### src/inc/kmss_pkg.sv
// Constants, register map and helpers of the key matrix scanner
package kmss_pkg;

  localparam int ADDR_W         = 8;
  localparam int DATA_W         = 32;
  localparam int NUM_SCAN       = 6;
  localparam int NUM_SENSE      = 5;
  localparam int NUM_KEYS       = 30;
  localparam int SEG_BITS       = 75;
  localparam int NUM_PORTS      = 4;
  localparam int CTRL_W         = 8;
  localparam int SEG2_W         = 11;
  localparam int TCNT_W         = 10;

  localparam logic [ADDR_W-1:0] ADDR_CTRL = 8'h00;
  localparam logic [ADDR_W-1:0] ADDR_SEG0 = 8'h04;
  localparam logic [ADDR_W-1:0] ADDR_SEG1 = 8'h08;
  localparam logic [ADDR_W-1:0] ADDR_SEG2 = 8'h0c;
  localparam logic [ADDR_W-1:0] ADDR_KEYS = 8'h10;
  localparam logic [ADDR_W-1:0] ADDR_STAT = 8'h14;

  localparam int CTRL_SLEEP_LO  = 0;
  localparam int CTRL_SLEEP_HI  = 1;
  localparam int CTRL_SEGSEL_A  = 2;
  localparam int CTRL_SEGSEL_B  = 3;
  localparam int CTRL_PORT_LSB  = 4;
  localparam int CTRL_PORT_W    = 3;
  localparam int CTRL_SEG_OFF   = 7;
  localparam logic [CTRL_W-1:0] CTRL_RST = 8'h00;

  localparam int KEYS_ACK_BIT   = 30;
  localparam int STAT_REQ       = 0;
  localparam int STAT_SYS_RST   = 1;
  localparam int STAT_SLEEP     = 2;
  localparam int STAT_SCANNING  = 3;

  // Oscillator periods per scan, per scan line, and to the read request
  localparam int SCAN_T         = 288;
  localparam int LINE_T         = SCAN_T / NUM_SCAN;
  localparam int REQ_T          = 615;
  // Period of the internal oscillator and its divider at sys_clk
  localparam int SYS_PERIOD_NS  = 8;
  localparam int OSC_PERIOD_NS  = 64;
  localparam int OSC_DIV        = OSC_PERIOD_NS / SYS_PERIOD_NS;
  localparam int OSC_CNT_W      = 8;

  typedef enum logic [1:0] {
    KMSS_IDLE,
    KMSS_SCAN,
    KMSS_WAIT,
    KMSS_REQ
  } kmss_state_e;

  // Offset of an oscillator count within the current scan
  function automatic logic [TCNT_W-1:0] kmss_in_scan(
    input logic [TCNT_W-1:0] t
  );
    kmss_in_scan = (t >= TCNT_W'(SCAN_T)) ? t - TCNT_W'(SCAN_T) : t;
  endfunction : kmss_in_scan

  // Scan line driven at a given count
  function automatic logic [2:0] kmss_line_of(input logic [TCNT_W-1:0] t);
    kmss_line_of = 3'(kmss_in_scan(t) / TCNT_W'(LINE_T));
  endfunction : kmss_line_of

  // Last oscillator period of a scan line slot
  function automatic logic kmss_slot_last(input logic [TCNT_W-1:0] t);
    kmss_slot_last = (kmss_in_scan(t) % TCNT_W'(LINE_T))
                     == TCNT_W'(LINE_T - 1);
  endfunction : kmss_slot_last

endpackage : kmss_pkg

### src/logic/kmss_osc.sv
// Internal oscillator model: one-cycle tick per oscillator period
`timescale 1ns/1ps
module kmss_osc
  import kmss_pkg::*;
(
  input  wire logic sys_clk,
  input  wire logic reset_n,
  input  wire logic run,
  output logic      tick
);
  logic [OSC_CNT_W-1:0] cnt_q;
  logic                 tick_q;
  wire                  wrap = cnt_q == OSC_CNT_W'(OSC_DIV - 1);

  // A stopped oscillator restarts a full period after it is released
  always_ff @(posedge sys_clk or negedge reset_n) begin
    if (!reset_n) begin
      cnt_q  <= '0;
      tick_q <= 1'b0;
    end else begin
      cnt_q  <= (!run || wrap) ? '0 : cnt_q + 1'b1;
      tick_q <= run && wrap;
    end
  end

  assign tick = tick_q;
endmodule : kmss_osc

### src/logic/kmss_sync.sv
// Two-flop synchroniser for pin inputs
`timescale 1ns/1ps
module kmss_sync #(
  parameter int W = 1
) (
  input  wire logic         sys_clk,
  input  wire logic         reset_n,
  input  wire logic [W-1:0] d,
  output logic      [W-1:0] q
);
  logic [W-1:0] meta_q;
  logic [W-1:0] sync_q;

  always_ff @(posedge sys_clk or negedge reset_n) begin
    if (!reset_n) begin
      meta_q <= '0;
      sync_q <= '0;
    end else begin
      meta_q <= d;
      sync_q <= meta_q;
    end
  end

  assign q = sync_q;
endmodule : kmss_sync

### src/logic/kmss_top.sv
// Key matrix scanner with sleep and system-reset control
//
// Decided for this implementation: strobed register access and the register addresses.
`timescale 1ns/1ps

module kmss_top (
  input  wire logic                          sys_clk,
  input  wire logic                          reset_n,
  input  wire logic [kmss_pkg::ADDR_W-1:0]   addr,
  input  wire logic [kmss_pkg::DATA_W-1:0]   wdata,
  input  wire logic                          wr_stb,
  input  wire logic                          rd_stb,
  output logic      [kmss_pkg::DATA_W-1:0]   rdata,
  input  wire logic [kmss_pkg::NUM_SENSE-1:0] sense_line_in,
  input  wire logic                          transfer_select_in,
  input  wire logic                          supply_low_reset,
  output logic      [kmss_pkg::NUM_SCAN-1:0] scan_line_out,
  output logic                               data_out_o,
  output logic                               data_out_oe,
  output logic      [kmss_pkg::SEG_BITS-1:0] seg_data_out,
  output logic      [kmss_pkg::NUM_PORTS-1:0] port_out,
  output logic      [kmss_pkg::NUM_PORTS-1:0] port_mode,
  output logic                               display_on,
  output logic                               osc_running
);
  import kmss_pkg::*;

  // Pin inputs after synchronisation
  logic [NUM_SENSE-1:0]  sense_s;
  logic                  ts_s;
  logic                  supply_s;
  logic                  ts_prev_q;

  // Software-visible state
  logic [CTRL_W-1:0]     ctrl_q;
  logic [DATA_W-1:0]     seg0_q;
  logic [DATA_W-1:0]     seg1_q;
  logic [SEG2_W-1:0]     seg2_q;
  logic [3:0]            recv_q;
  logic                  sys_rst_q;
  logic [DATA_W-1:0]     rdata_q;

  // Scan engine
  kmss_state_e           state_q;
  kmss_state_e           state_d;
  logic [TCNT_W-1:0]     t_q;
  logic [TCNT_W-1:0]     t_d;
  logic [NUM_KEYS-1:0]   cur_q;
  logic [NUM_KEYS-1:0]   cur_d;
  logic [NUM_KEYS-1:0]   first_q;
  logic [NUM_KEYS-1:0]   first_d;
  logic [NUM_KEYS-1:0]   keys_q;
  logic [NUM_KEYS-1:0]   keys_d;
  logic                  ack_q;
  logic                  ack_d;
  logic                  req_q;
  logic                  req_d;
  logic [NUM_KEYS-1:0]   fill;
  logic                  osc_tick;

  // Registered pin outputs
  logic [NUM_SCAN-1:0]   scan_q;
  logic                  dout_q;
  logic                  dout_oe_q;
  logic [SEG_BITS-1:0]   seg_out_q;
  logic [NUM_PORTS-1:0]  port_out_q;
  logic [NUM_PORTS-1:0]  port_mode_q;
  logic                  disp_q;
  logic                  osc_run_q;

  kmss_sync #(.W(NUM_SENSE)) u_sync_sense (
    .sys_clk (sys_clk),
    .reset_n (reset_n),
    .d       (sense_line_in),
    .q       (sense_s)
  );

  kmss_sync #(.W(2)) u_sync_ctl (
    .sys_clk (sys_clk),
    .reset_n (reset_n),
    .d       ({transfer_select_in, supply_low_reset}),
    .q       ({ts_s, supply_s})
  );

  // Oscillator stops in sleep unless a press has started a scan
  wire sleep_w    = ctrl_q[CTRL_SLEEP_LO] | ctrl_q[CTRL_SLEEP_HI];
  wire osc_run_w  = !sys_rst_q
                    && (!sleep_w || state_q != KMSS_IDLE);

  kmss_osc u_osc (
    .sys_clk (sys_clk),
    .reset_n (reset_n),
    .run     (osc_run_q),
    .tick    (osc_tick)
  );

  // Bus decode
  wire wr_ctrl    = wr_stb && addr == ADDR_CTRL;
  wire wr_seg0    = wr_stb && addr == ADDR_SEG0;
  wire wr_seg1    = wr_stb && addr == ADDR_SEG1;
  wire wr_seg2    = wr_stb && addr == ADDR_SEG2;
  // Only a read during a pending request counts; earlier data is invalid
  wire key_read   = rd_stb && addr == ADDR_KEYS
                    && state_q == KMSS_REQ;
  wire ts_fall    = ts_prev_q && !ts_s;
  wire all_recv   = &recv_q;

  // Lines given to segment outputs never scan
  wire seg_a      = ctrl_q[CTRL_SEGSEL_A];
  wire seg_b      = ctrl_q[CTRL_SEGSEL_B];
  wire [NUM_SCAN-1:0] line_en =
    {4'hf, !seg_a, !(seg_a || seg_b)};

  // Standby level of each scan line for the current mode
  wire [1:0] sleep_code =
    {ctrl_q[CTRL_SLEEP_LO], ctrl_q[CTRL_SLEEP_HI]};
  wire [NUM_SCAN-1:0] sleep_pat =
    (sleep_code == 2'h1) ? 6'h20 :
    (sleep_code == 2'h2) ? 6'h30 : 6'h3f;
  wire [NUM_SCAN-1:0] idle_pat =
    (sleep_w ? sleep_pat : 6'h3f) & line_en;

  // Active scan pulse, withheld from lines that sleep holds low
  wire [2:0]          line_idx = kmss_line_of(t_q);
  wire [NUM_SCAN-1:0] line_hot = NUM_SCAN'(1) << line_idx;
  wire [NUM_SCAN-1:0] scan_pat = line_hot & idle_pat;

  // Sense sampled at the end of each line slot
  wire sample     = state_q == KMSS_SCAN && osc_tick
                    && kmss_slot_last(t_q);
  wire end_scan1  = sample && t_q == TCNT_W'(SCAN_T - 1);
  wire end_scan2  = sample && t_q == TCNT_W'(2 * SCAN_T - 1);
  // The first period after a press is partial, so count one more tick
  wire at_req     = t_q == TCNT_W'(REQ_T);

  genvar gi;
  generate
    for (gi = 0; gi < NUM_SCAN; gi++) begin : g_fill
      wire hit = sample && line_idx == 3'(gi) && scan_pat[gi];
      // Each sense input lands at its own key position
      assign fill[gi*NUM_SENSE +: NUM_SENSE] =
        cur_q[gi*NUM_SENSE +: NUM_SENSE]
        | (hit ? sense_s : NUM_SENSE'(0));
    end
  endgenerate

  // Scan sequencing
  always_comb begin
    state_d = state_q;
    t_d     = t_q;
    cur_d   = cur_q;
    first_d = first_q;
    keys_d  = keys_q;
    ack_d   = ack_q;
    req_d   = req_q;
    if (sys_rst_q) begin
      state_d = KMSS_IDLE;
      t_d     = '0;
      cur_d   = '0;
      first_d = '0;
      keys_d  = '0;
      ack_d   = 1'b0;
      req_d   = 1'b0;
    end else begin
      unique case (state_q)
        KMSS_IDLE: begin
          if (|sense_s) begin
            state_d = KMSS_SCAN;
            t_d     = '0;
            cur_d   = '0;
          end
        end
        KMSS_SCAN: begin
          if (osc_tick) begin
            t_d   = t_q + 1'b1;
            cur_d = fill;
            if (end_scan1) begin
              first_d = fill;
              cur_d   = '0;
            end else if (end_scan2) begin
              cur_d = '0;
              if (fill == first_q && |fill) begin
                state_d = KMSS_WAIT;
              end else if (|fill) begin
                t_d = '0;
              end else begin
                state_d = KMSS_IDLE;
              end
            end
          end
        end
        KMSS_WAIT: begin
          if (osc_tick) begin
            t_d = t_q + 1'b1;
            if (at_req) begin
              keys_d  = first_q;
              ack_d   = sleep_w;
              req_d   = 1'b1;
              state_d = KMSS_REQ;
            end
          end
        end
        KMSS_REQ: begin
          // Key bits and acknowledge are frozen until the read
          if (key_read) begin
            req_d   = 1'b0;
            state_d = KMSS_SCAN;
            t_d     = '0;
            cur_d   = '0;
          end
        end
      endcase
    end
  end

  always_ff @(posedge sys_clk or negedge reset_n) begin
    if (!reset_n) begin
      state_q <= KMSS_IDLE;
      t_q     <= '0;
      cur_q   <= '0;
      first_q <= '0;
    end else begin
      state_q <= state_d;
      t_q     <= t_d;
      cur_q   <= cur_d;
      first_q <= first_d;
    end
  end

  always_ff @(posedge sys_clk or negedge reset_n) begin
    if (!reset_n) begin
      keys_q <= '0;
      ack_q  <= 1'b0;
      req_q  <= 1'b0;
    end else begin
      keys_q <= keys_d;
      ack_q  <= ack_d;
      req_q  <= req_d;
    end
  end

  // Control and display bits survive system reset so data can be loaded
  always_ff @(posedge sys_clk or negedge reset_n) begin
    if (!reset_n) begin
      ctrl_q <= CTRL_RST;
    end else if (wr_ctrl) begin
      ctrl_q <= wdata[CTRL_W-1:0];
    end
  end

  always_ff @(posedge sys_clk or negedge reset_n) begin
    if (!reset_n) begin
      seg0_q <= '0;
      seg1_q <= '0;
      seg2_q <= '0;
    end else begin
      if (wr_seg0) seg0_q <= wdata;
      if (wr_seg1) seg1_q <= wdata;
      if (wr_seg2) seg2_q <= wdata[SEG2_W-1:0];
    end
  end

  // System reset from the supply detector
  always_ff @(posedge sys_clk or negedge reset_n) begin
    if (!reset_n) begin
      sys_rst_q <= 1'b1;
      recv_q    <= '0;
      ts_prev_q <= 1'b0;
    end else begin
      ts_prev_q <= ts_s;
      if (supply_s) begin
        sys_rst_q <= 1'b1;
        recv_q    <= '0;
      end else begin
        recv_q <= recv_q | {wr_seg2, wr_seg1, wr_seg0, wr_ctrl};
        if (ts_fall && all_recv) sys_rst_q <= 1'b0;
      end
    end
  end

  // Read data, valid in the cycle after the strobe
  wire [DATA_W-1:0] keys_word =
    DATA_W'({ack_q, keys_q});
  wire [DATA_W-1:0] stat_word =
    DATA_W'({state_q != KMSS_IDLE, sleep_w, sys_rst_q, req_q});
  wire [DATA_W-1:0] rd_mux =
    (addr == ADDR_CTRL) ? DATA_W'(ctrl_q) :
    (addr == ADDR_SEG0) ? seg0_q :
    (addr == ADDR_SEG1) ? seg1_q :
    (addr == ADDR_SEG2) ? DATA_W'(seg2_q) :
    (addr == ADDR_KEYS) ? keys_word :
    (addr == ADDR_STAT) ? stat_word : '0;

  always_ff @(posedge sys_clk or negedge reset_n) begin
    if (!reset_n) begin
      rdata_q <= '0;
    end else begin
      rdata_q <= rd_stb ? rd_mux : '0;
    end
  end

  // Display and general-purpose ports
  wire [SEG_BITS-1:0] seg_all =
    {seg2_q, seg1_q, seg0_q};
  wire [CTRL_PORT_W-1:0] port_cnt =
    ctrl_q[CTRL_PORT_LSB +: CTRL_PORT_W];
  wire disp_d = !sys_rst_q && !sleep_w
                && !ctrl_q[CTRL_SEG_OFF];
  wire [NUM_PORTS-1:0] pmode_d;
  wire [NUM_PORTS-1:0] pout_d;

  generate
    for (gi = 0; gi < NUM_PORTS; gi++) begin : g_port
      // Reset forces these pins back to low segment outputs
      assign pmode_d[gi] = !sys_rst_q
                           && port_cnt > CTRL_PORT_W'(gi);
      assign pout_d[gi]  = pmode_d[gi] && seg_all[gi*3];
    end
  endgenerate

  // Open-drain request: drive low only outside a transfer
  wire dout_oe_d = req_q && !ts_s && !sys_rst_q;

  always_ff @(posedge sys_clk or negedge reset_n) begin
    if (!reset_n) begin
      scan_q    <= '0;
      dout_q    <= 1'b0;
      dout_oe_q <= 1'b0;
      osc_run_q <= 1'b0;
    end else begin
      scan_q    <= (state_q == KMSS_SCAN) ? scan_pat : idle_pat;
      dout_q    <= 1'b0;
      dout_oe_q <= dout_oe_d;
      osc_run_q <= osc_run_w;
    end
  end

  always_ff @(posedge sys_clk or negedge reset_n) begin
    if (!reset_n) begin
      seg_out_q   <= '0;
      port_out_q  <= '0;
      port_mode_q <= '0;
      disp_q      <= 1'b0;
    end else begin
      seg_out_q   <= disp_d ? seg_all : '0;
      port_out_q  <= pout_d;
      port_mode_q <= pmode_d;
      disp_q      <= disp_d;
    end
  end

  assign rdata         = rdata_q;
  assign scan_line_out = scan_q;
  assign data_out_o    = dout_q;
  assign data_out_oe   = dout_oe_q;
  assign seg_data_out  = seg_out_q;
  assign port_out      = port_out_q;
  assign port_mode     = port_mode_q;
  assign display_on    = disp_q;
  assign osc_running   = osc_run_q;

endmodule : kmss_top

### config.mk
export PLATFORM = sky130hd
export DESIGN_NAME = kmss_top
export DESIGN_NICKNAME = d
export VERILOG_FILES = /design/src/inc/kmss_pkg.sv /design/src/logic/kmss_osc.sv /design/src/logic/kmss_sync.sv /design/src/logic/kmss_top.sv
export SDC_FILE = /design/constraint.sdc
export NUM_CORES = 1
export LEC_CHECK = 0
export ABC_AREA = 0
export BUFFER_PORTS_ARGS = -buffer_cell sky130_fd_sc_hd__buf_4
export CELL_PAD_IN_SITES_DETAIL_PLACEMENT = 0
export CELL_PAD_IN_SITES_GLOBAL_PLACEMENT = 2
export CORE_MARGIN = 4
export CORE_UTILIZATION = 35
export DETAILED_ROUTE_END_ITERATION = 12
export PLACE_DENSITY_LB_ADDON = 0.1
export SETUP_SLACK_MARGIN = 0.15
export SLEW_MARGIN = 20
export SYNTH_ARGS = -nofsm -noshare
export SYNTH_HDL_FRONTEND = slang
export SYNTH_SLANG_ARGS = --single-unit
### constraint.sdc
create_clock -name sys_clk -period 3.97 [get_ports sys_clk]
set_clock_uncertainty 0.05 [all_clocks]
set_input_delay 0.397 -clock sys_clk [delete_from_list [all_inputs] [get_ports sys_clk]]
set_output_delay 0.397 -clock sys_clk [all_outputs]
set_load 0.01 [all_outputs]
==> results.md <==
* Synth Area per Inst at 10.84 sq um
* Most frequent cells after synthesis: dfrtp_1 (339), nor2_1 (127), nand2_1 (93), and2_1 (88), mux2_2 (87)
* Reg2Reg Setup Slack at 0.12 ns
* Max-Cap Viols at 0
* Slew HR at 0.4356
* Ports at 176
* Worst hold path type: input port to flip-flop
* Min Tclk post-route at 3.854 ns
* Synth unique cells at 83
* Mapped cell area at 15220 sq um
* Initial core utilization at 0.3534
* Yosys top cell area share at 0.5572
* Via count normalized by instance count at 5.189
* Sequential Area at 8511 sq um
* Period utilization at 0.9707
* Total global-route track usage at 0.2164
* Reg2reg start: t_q[6]
* Die height at 216.6 um
* Routability Congestion at 0.8983
* P&R area growth vs syn at 31.11%
* Seq/Total Area, Yosys at 0.5589
* Max Fclk at 259.5 MHz
* Critical path fanouts, max at 4
* Post-synth EDFFs at 0
* Worst Path Required at 4.35 ns
* Pre-CTS setup slack at -0.2129 ns
* Worst R2R Path Depth at 17
* Die width at 216.6 um
* Final #Nets at 1769
* Vias after detailed routing at 12.02k
* Fin util at 0.4634
* DRC Markers at 0
* Unrepaired setup endpoints after global routing: yes
* Worst-Margin Slew at 0.8401 ns
* Worst setup SP type: flip-flop
* Fillcell total at 4077
* Syn nets at 1467
* Clock tree sinks at 340
* Final worst setup slack at 0.1164 ns
* Worst-Skew Late Latency at 0.56 ns
* Core area at 43080 sq um
* Asr flop ratio synth at 1.000
* Clock root cell: clkbuf_16
* Standard-cell rows at 76
* FF+latch count, synth at 340
* Hold Path Origin: wdata[9]
* Crit Path Class: flip-flop to flip-flop
* Setup crit end kind: flip-flop
* Crit. Startpoint: t_q[6]
* Fin Setup TNS at 0 ns
* Total grt overflow at 0
* Vias in the first global route at 12.18k
* YS warnings at 0
* P_leak at 9.292 nW
* Detail Route Antenna Nets at 0
* Port buffer count at 174
* Hold Path Cell Cnt at 2
* Total Power at 7.311 mW
* CTS buffer count at 40
* Drt initial violations at 981
* Ys flop type: dfrtp_1
* DR pass1 iterations at 5
* Biggest area consumer among synthesized cells: dfrtp_1
* Antenna diodes at 0
* First-pass GRT wire length at 78340 um
* Design area at 19960 sq um
* Status: completed
* CTS tree: built
* Max Buffers Root-to-Sink at 3
* Initial antenna violation count at 0
* H-tree depth at 2
* Area of the multi-input gates at 6611 sq um
* Largest net degree at the start of global routing at 101
* Hpwl dp at 36900 um
* # setup viols final at 0
* Worst EP arrival at 4.23 ns
* Fin. max-slew vios at 0
* FF-to-FF End: state_q[0]
* Cells after Synth at 1405
* Hold endpoint: seg2_q[9]
* Worst hold slack at 0.03959 ns
* Dpl cells at 2220
* Post-Layout Cell Count at 2317
* Die ar. at 46900 sq um
* WL/cell at 22.20 um
* Power Dens Cells at 366.3 nW/um^2
* Drt total wl at 51440 um
* Clock slew at reported path FFs at 0.06 ns
* Top-count cell post-synth: dfrtp_1
* Layout cells sized above 1 at 0.3320
* Synth top area cells: dfrtp_1 (56%), mux2_2 (6.4%), and2_1 (3.6%), nor2_1 (3.1%), nand2b_1 (2.3%)
* Instance area after placement at 18100 sq um
* Fin. Hold Viols at 0
* VDD IR max at 222.4 uV
-- metal layers --
metal,up-vias,part of all wire,wire length [um],track usage
met5,-,0,0,0
met1,6008,0.46,23660,0.3069
met4,0,0.025,1305,0.06657
li1,5606,-,-,-
met3,71,0.051,2603,0.03155
met2,338,0.46,23870,0.3454
-- power by group --
| part | total [mW] | internal, mW | switching, mW |
|---|---|---|---|
| clock network | 3.47 | 2.02 | 1.45 |
| registers | 3.56 | 3.52 | 0.0377 |
| logic | 0.281 | 0.114 | 0.167 |
-- cells by family after synthesis --
logic type | share of synthesized area
fa+ha+maj | 0.009040
compound gates | 0.1460
other cells | 0.0002463
simple gates | 0.1760
xor+xnor | 0.006328
flops | 0.5589
mux | 0.06994
buf+inv | 0.03353
-- how the worst max path moves through the flow --
stage / to / slack (ns) / depth (start not counted)
global route: state_q[0] / -0.01 / 15
detailed placement: t_q[9] / -0.21 / 16
global placement: t_q[5] / -0.21 / 15
finish: state_q[0] / 0.12 / 17
CTS: state_q[0] / 0.11 / 15
floorplan: t_q[5] / 0.16 / 17
-- timing repair --
action / 4_1_cts / 5_1_grt
gates cloned: 1 / 1
setup endpoints to repair: 37 / 38
hold buffers: 10 / 0
buffers inserted: 8 / 10
hold endpoints to repair: 101 / 0
pin swaps: 18 / 32
resized for setup: 48 / 33
-- cell usage in the layout (no fill, tap or decap), types with 8 or more instances in the layout --
master         synthesis  final
a211oi_1              31     29
a21oi_1               66     60
a222oi_1              22     22
a22oi_1                8      8
and2_1                88     86
and3_1                16     15
buf_4                  1    324
buf_6                  4      8
clkbuf_16              0     40
clkbuf_8               0      9
dfrtp_1              339    338
dlygate4sd3_1          0     10
ha_1                  11     10
inv_1                 34     32
mux2_2                87     85
nand2_1               93     90
nand2b_1              57     57
nand3_1               29     24
nand4_1                8      8
nor2_1               127    123
nor2b_1               21     21
nor3_1                35     30
nor4_1                16     13
o21ai_0               67     62
o22ai_1               10     10
o31ai_1                9      9
o41ai_2                6      8
-- final cells by class --
cell class,instances,area share
sequential,340,0.4264
multi-input combinational,943,0.3312
timing repair buffer,348,0.1372
clock buffer,54,0.05729
tap,585,0.03667
inverter,34,0.006394
clock inverter,13,0.004889
-- sequential cells by signal, indices dropped and copies added, names as in the netlist, 4 cells and up --
name,cells
cur_q,30
ctrl_q,8
seg0_q,32
port_out,4
t_q,10
scan_line_out,6
u_sync_sense.q,5
seg1_q,32
u_osc.cnt_q,8
rdata,32
port_mode,4
seg_data_out,75
first_q,30
seg2_q,11
keys_q,30
recv_q,4
u_sync_sense.meta_q,5
-- critical path, stage by stage, from the launching register on --
cell	delay [ns]
dfrtp_1	0.40
inv_2	0.09
ha_4	0.14
or4b_4	0.45
a211o_4	0.42
and2_4	0.18
buf_4	0.14
nand3_2	0.07
nand3_4	0.11
and2_4	0.20
buf_4	0.13
mux2i_1	0.10
a211oi_1	0.24
and4b_2	0.34
nand3_4	0.11
buf_6	0.14
a21oi_4	0.13
mux2_4	0.31
No activity file was read; power rests on OpenSTA's default activity.
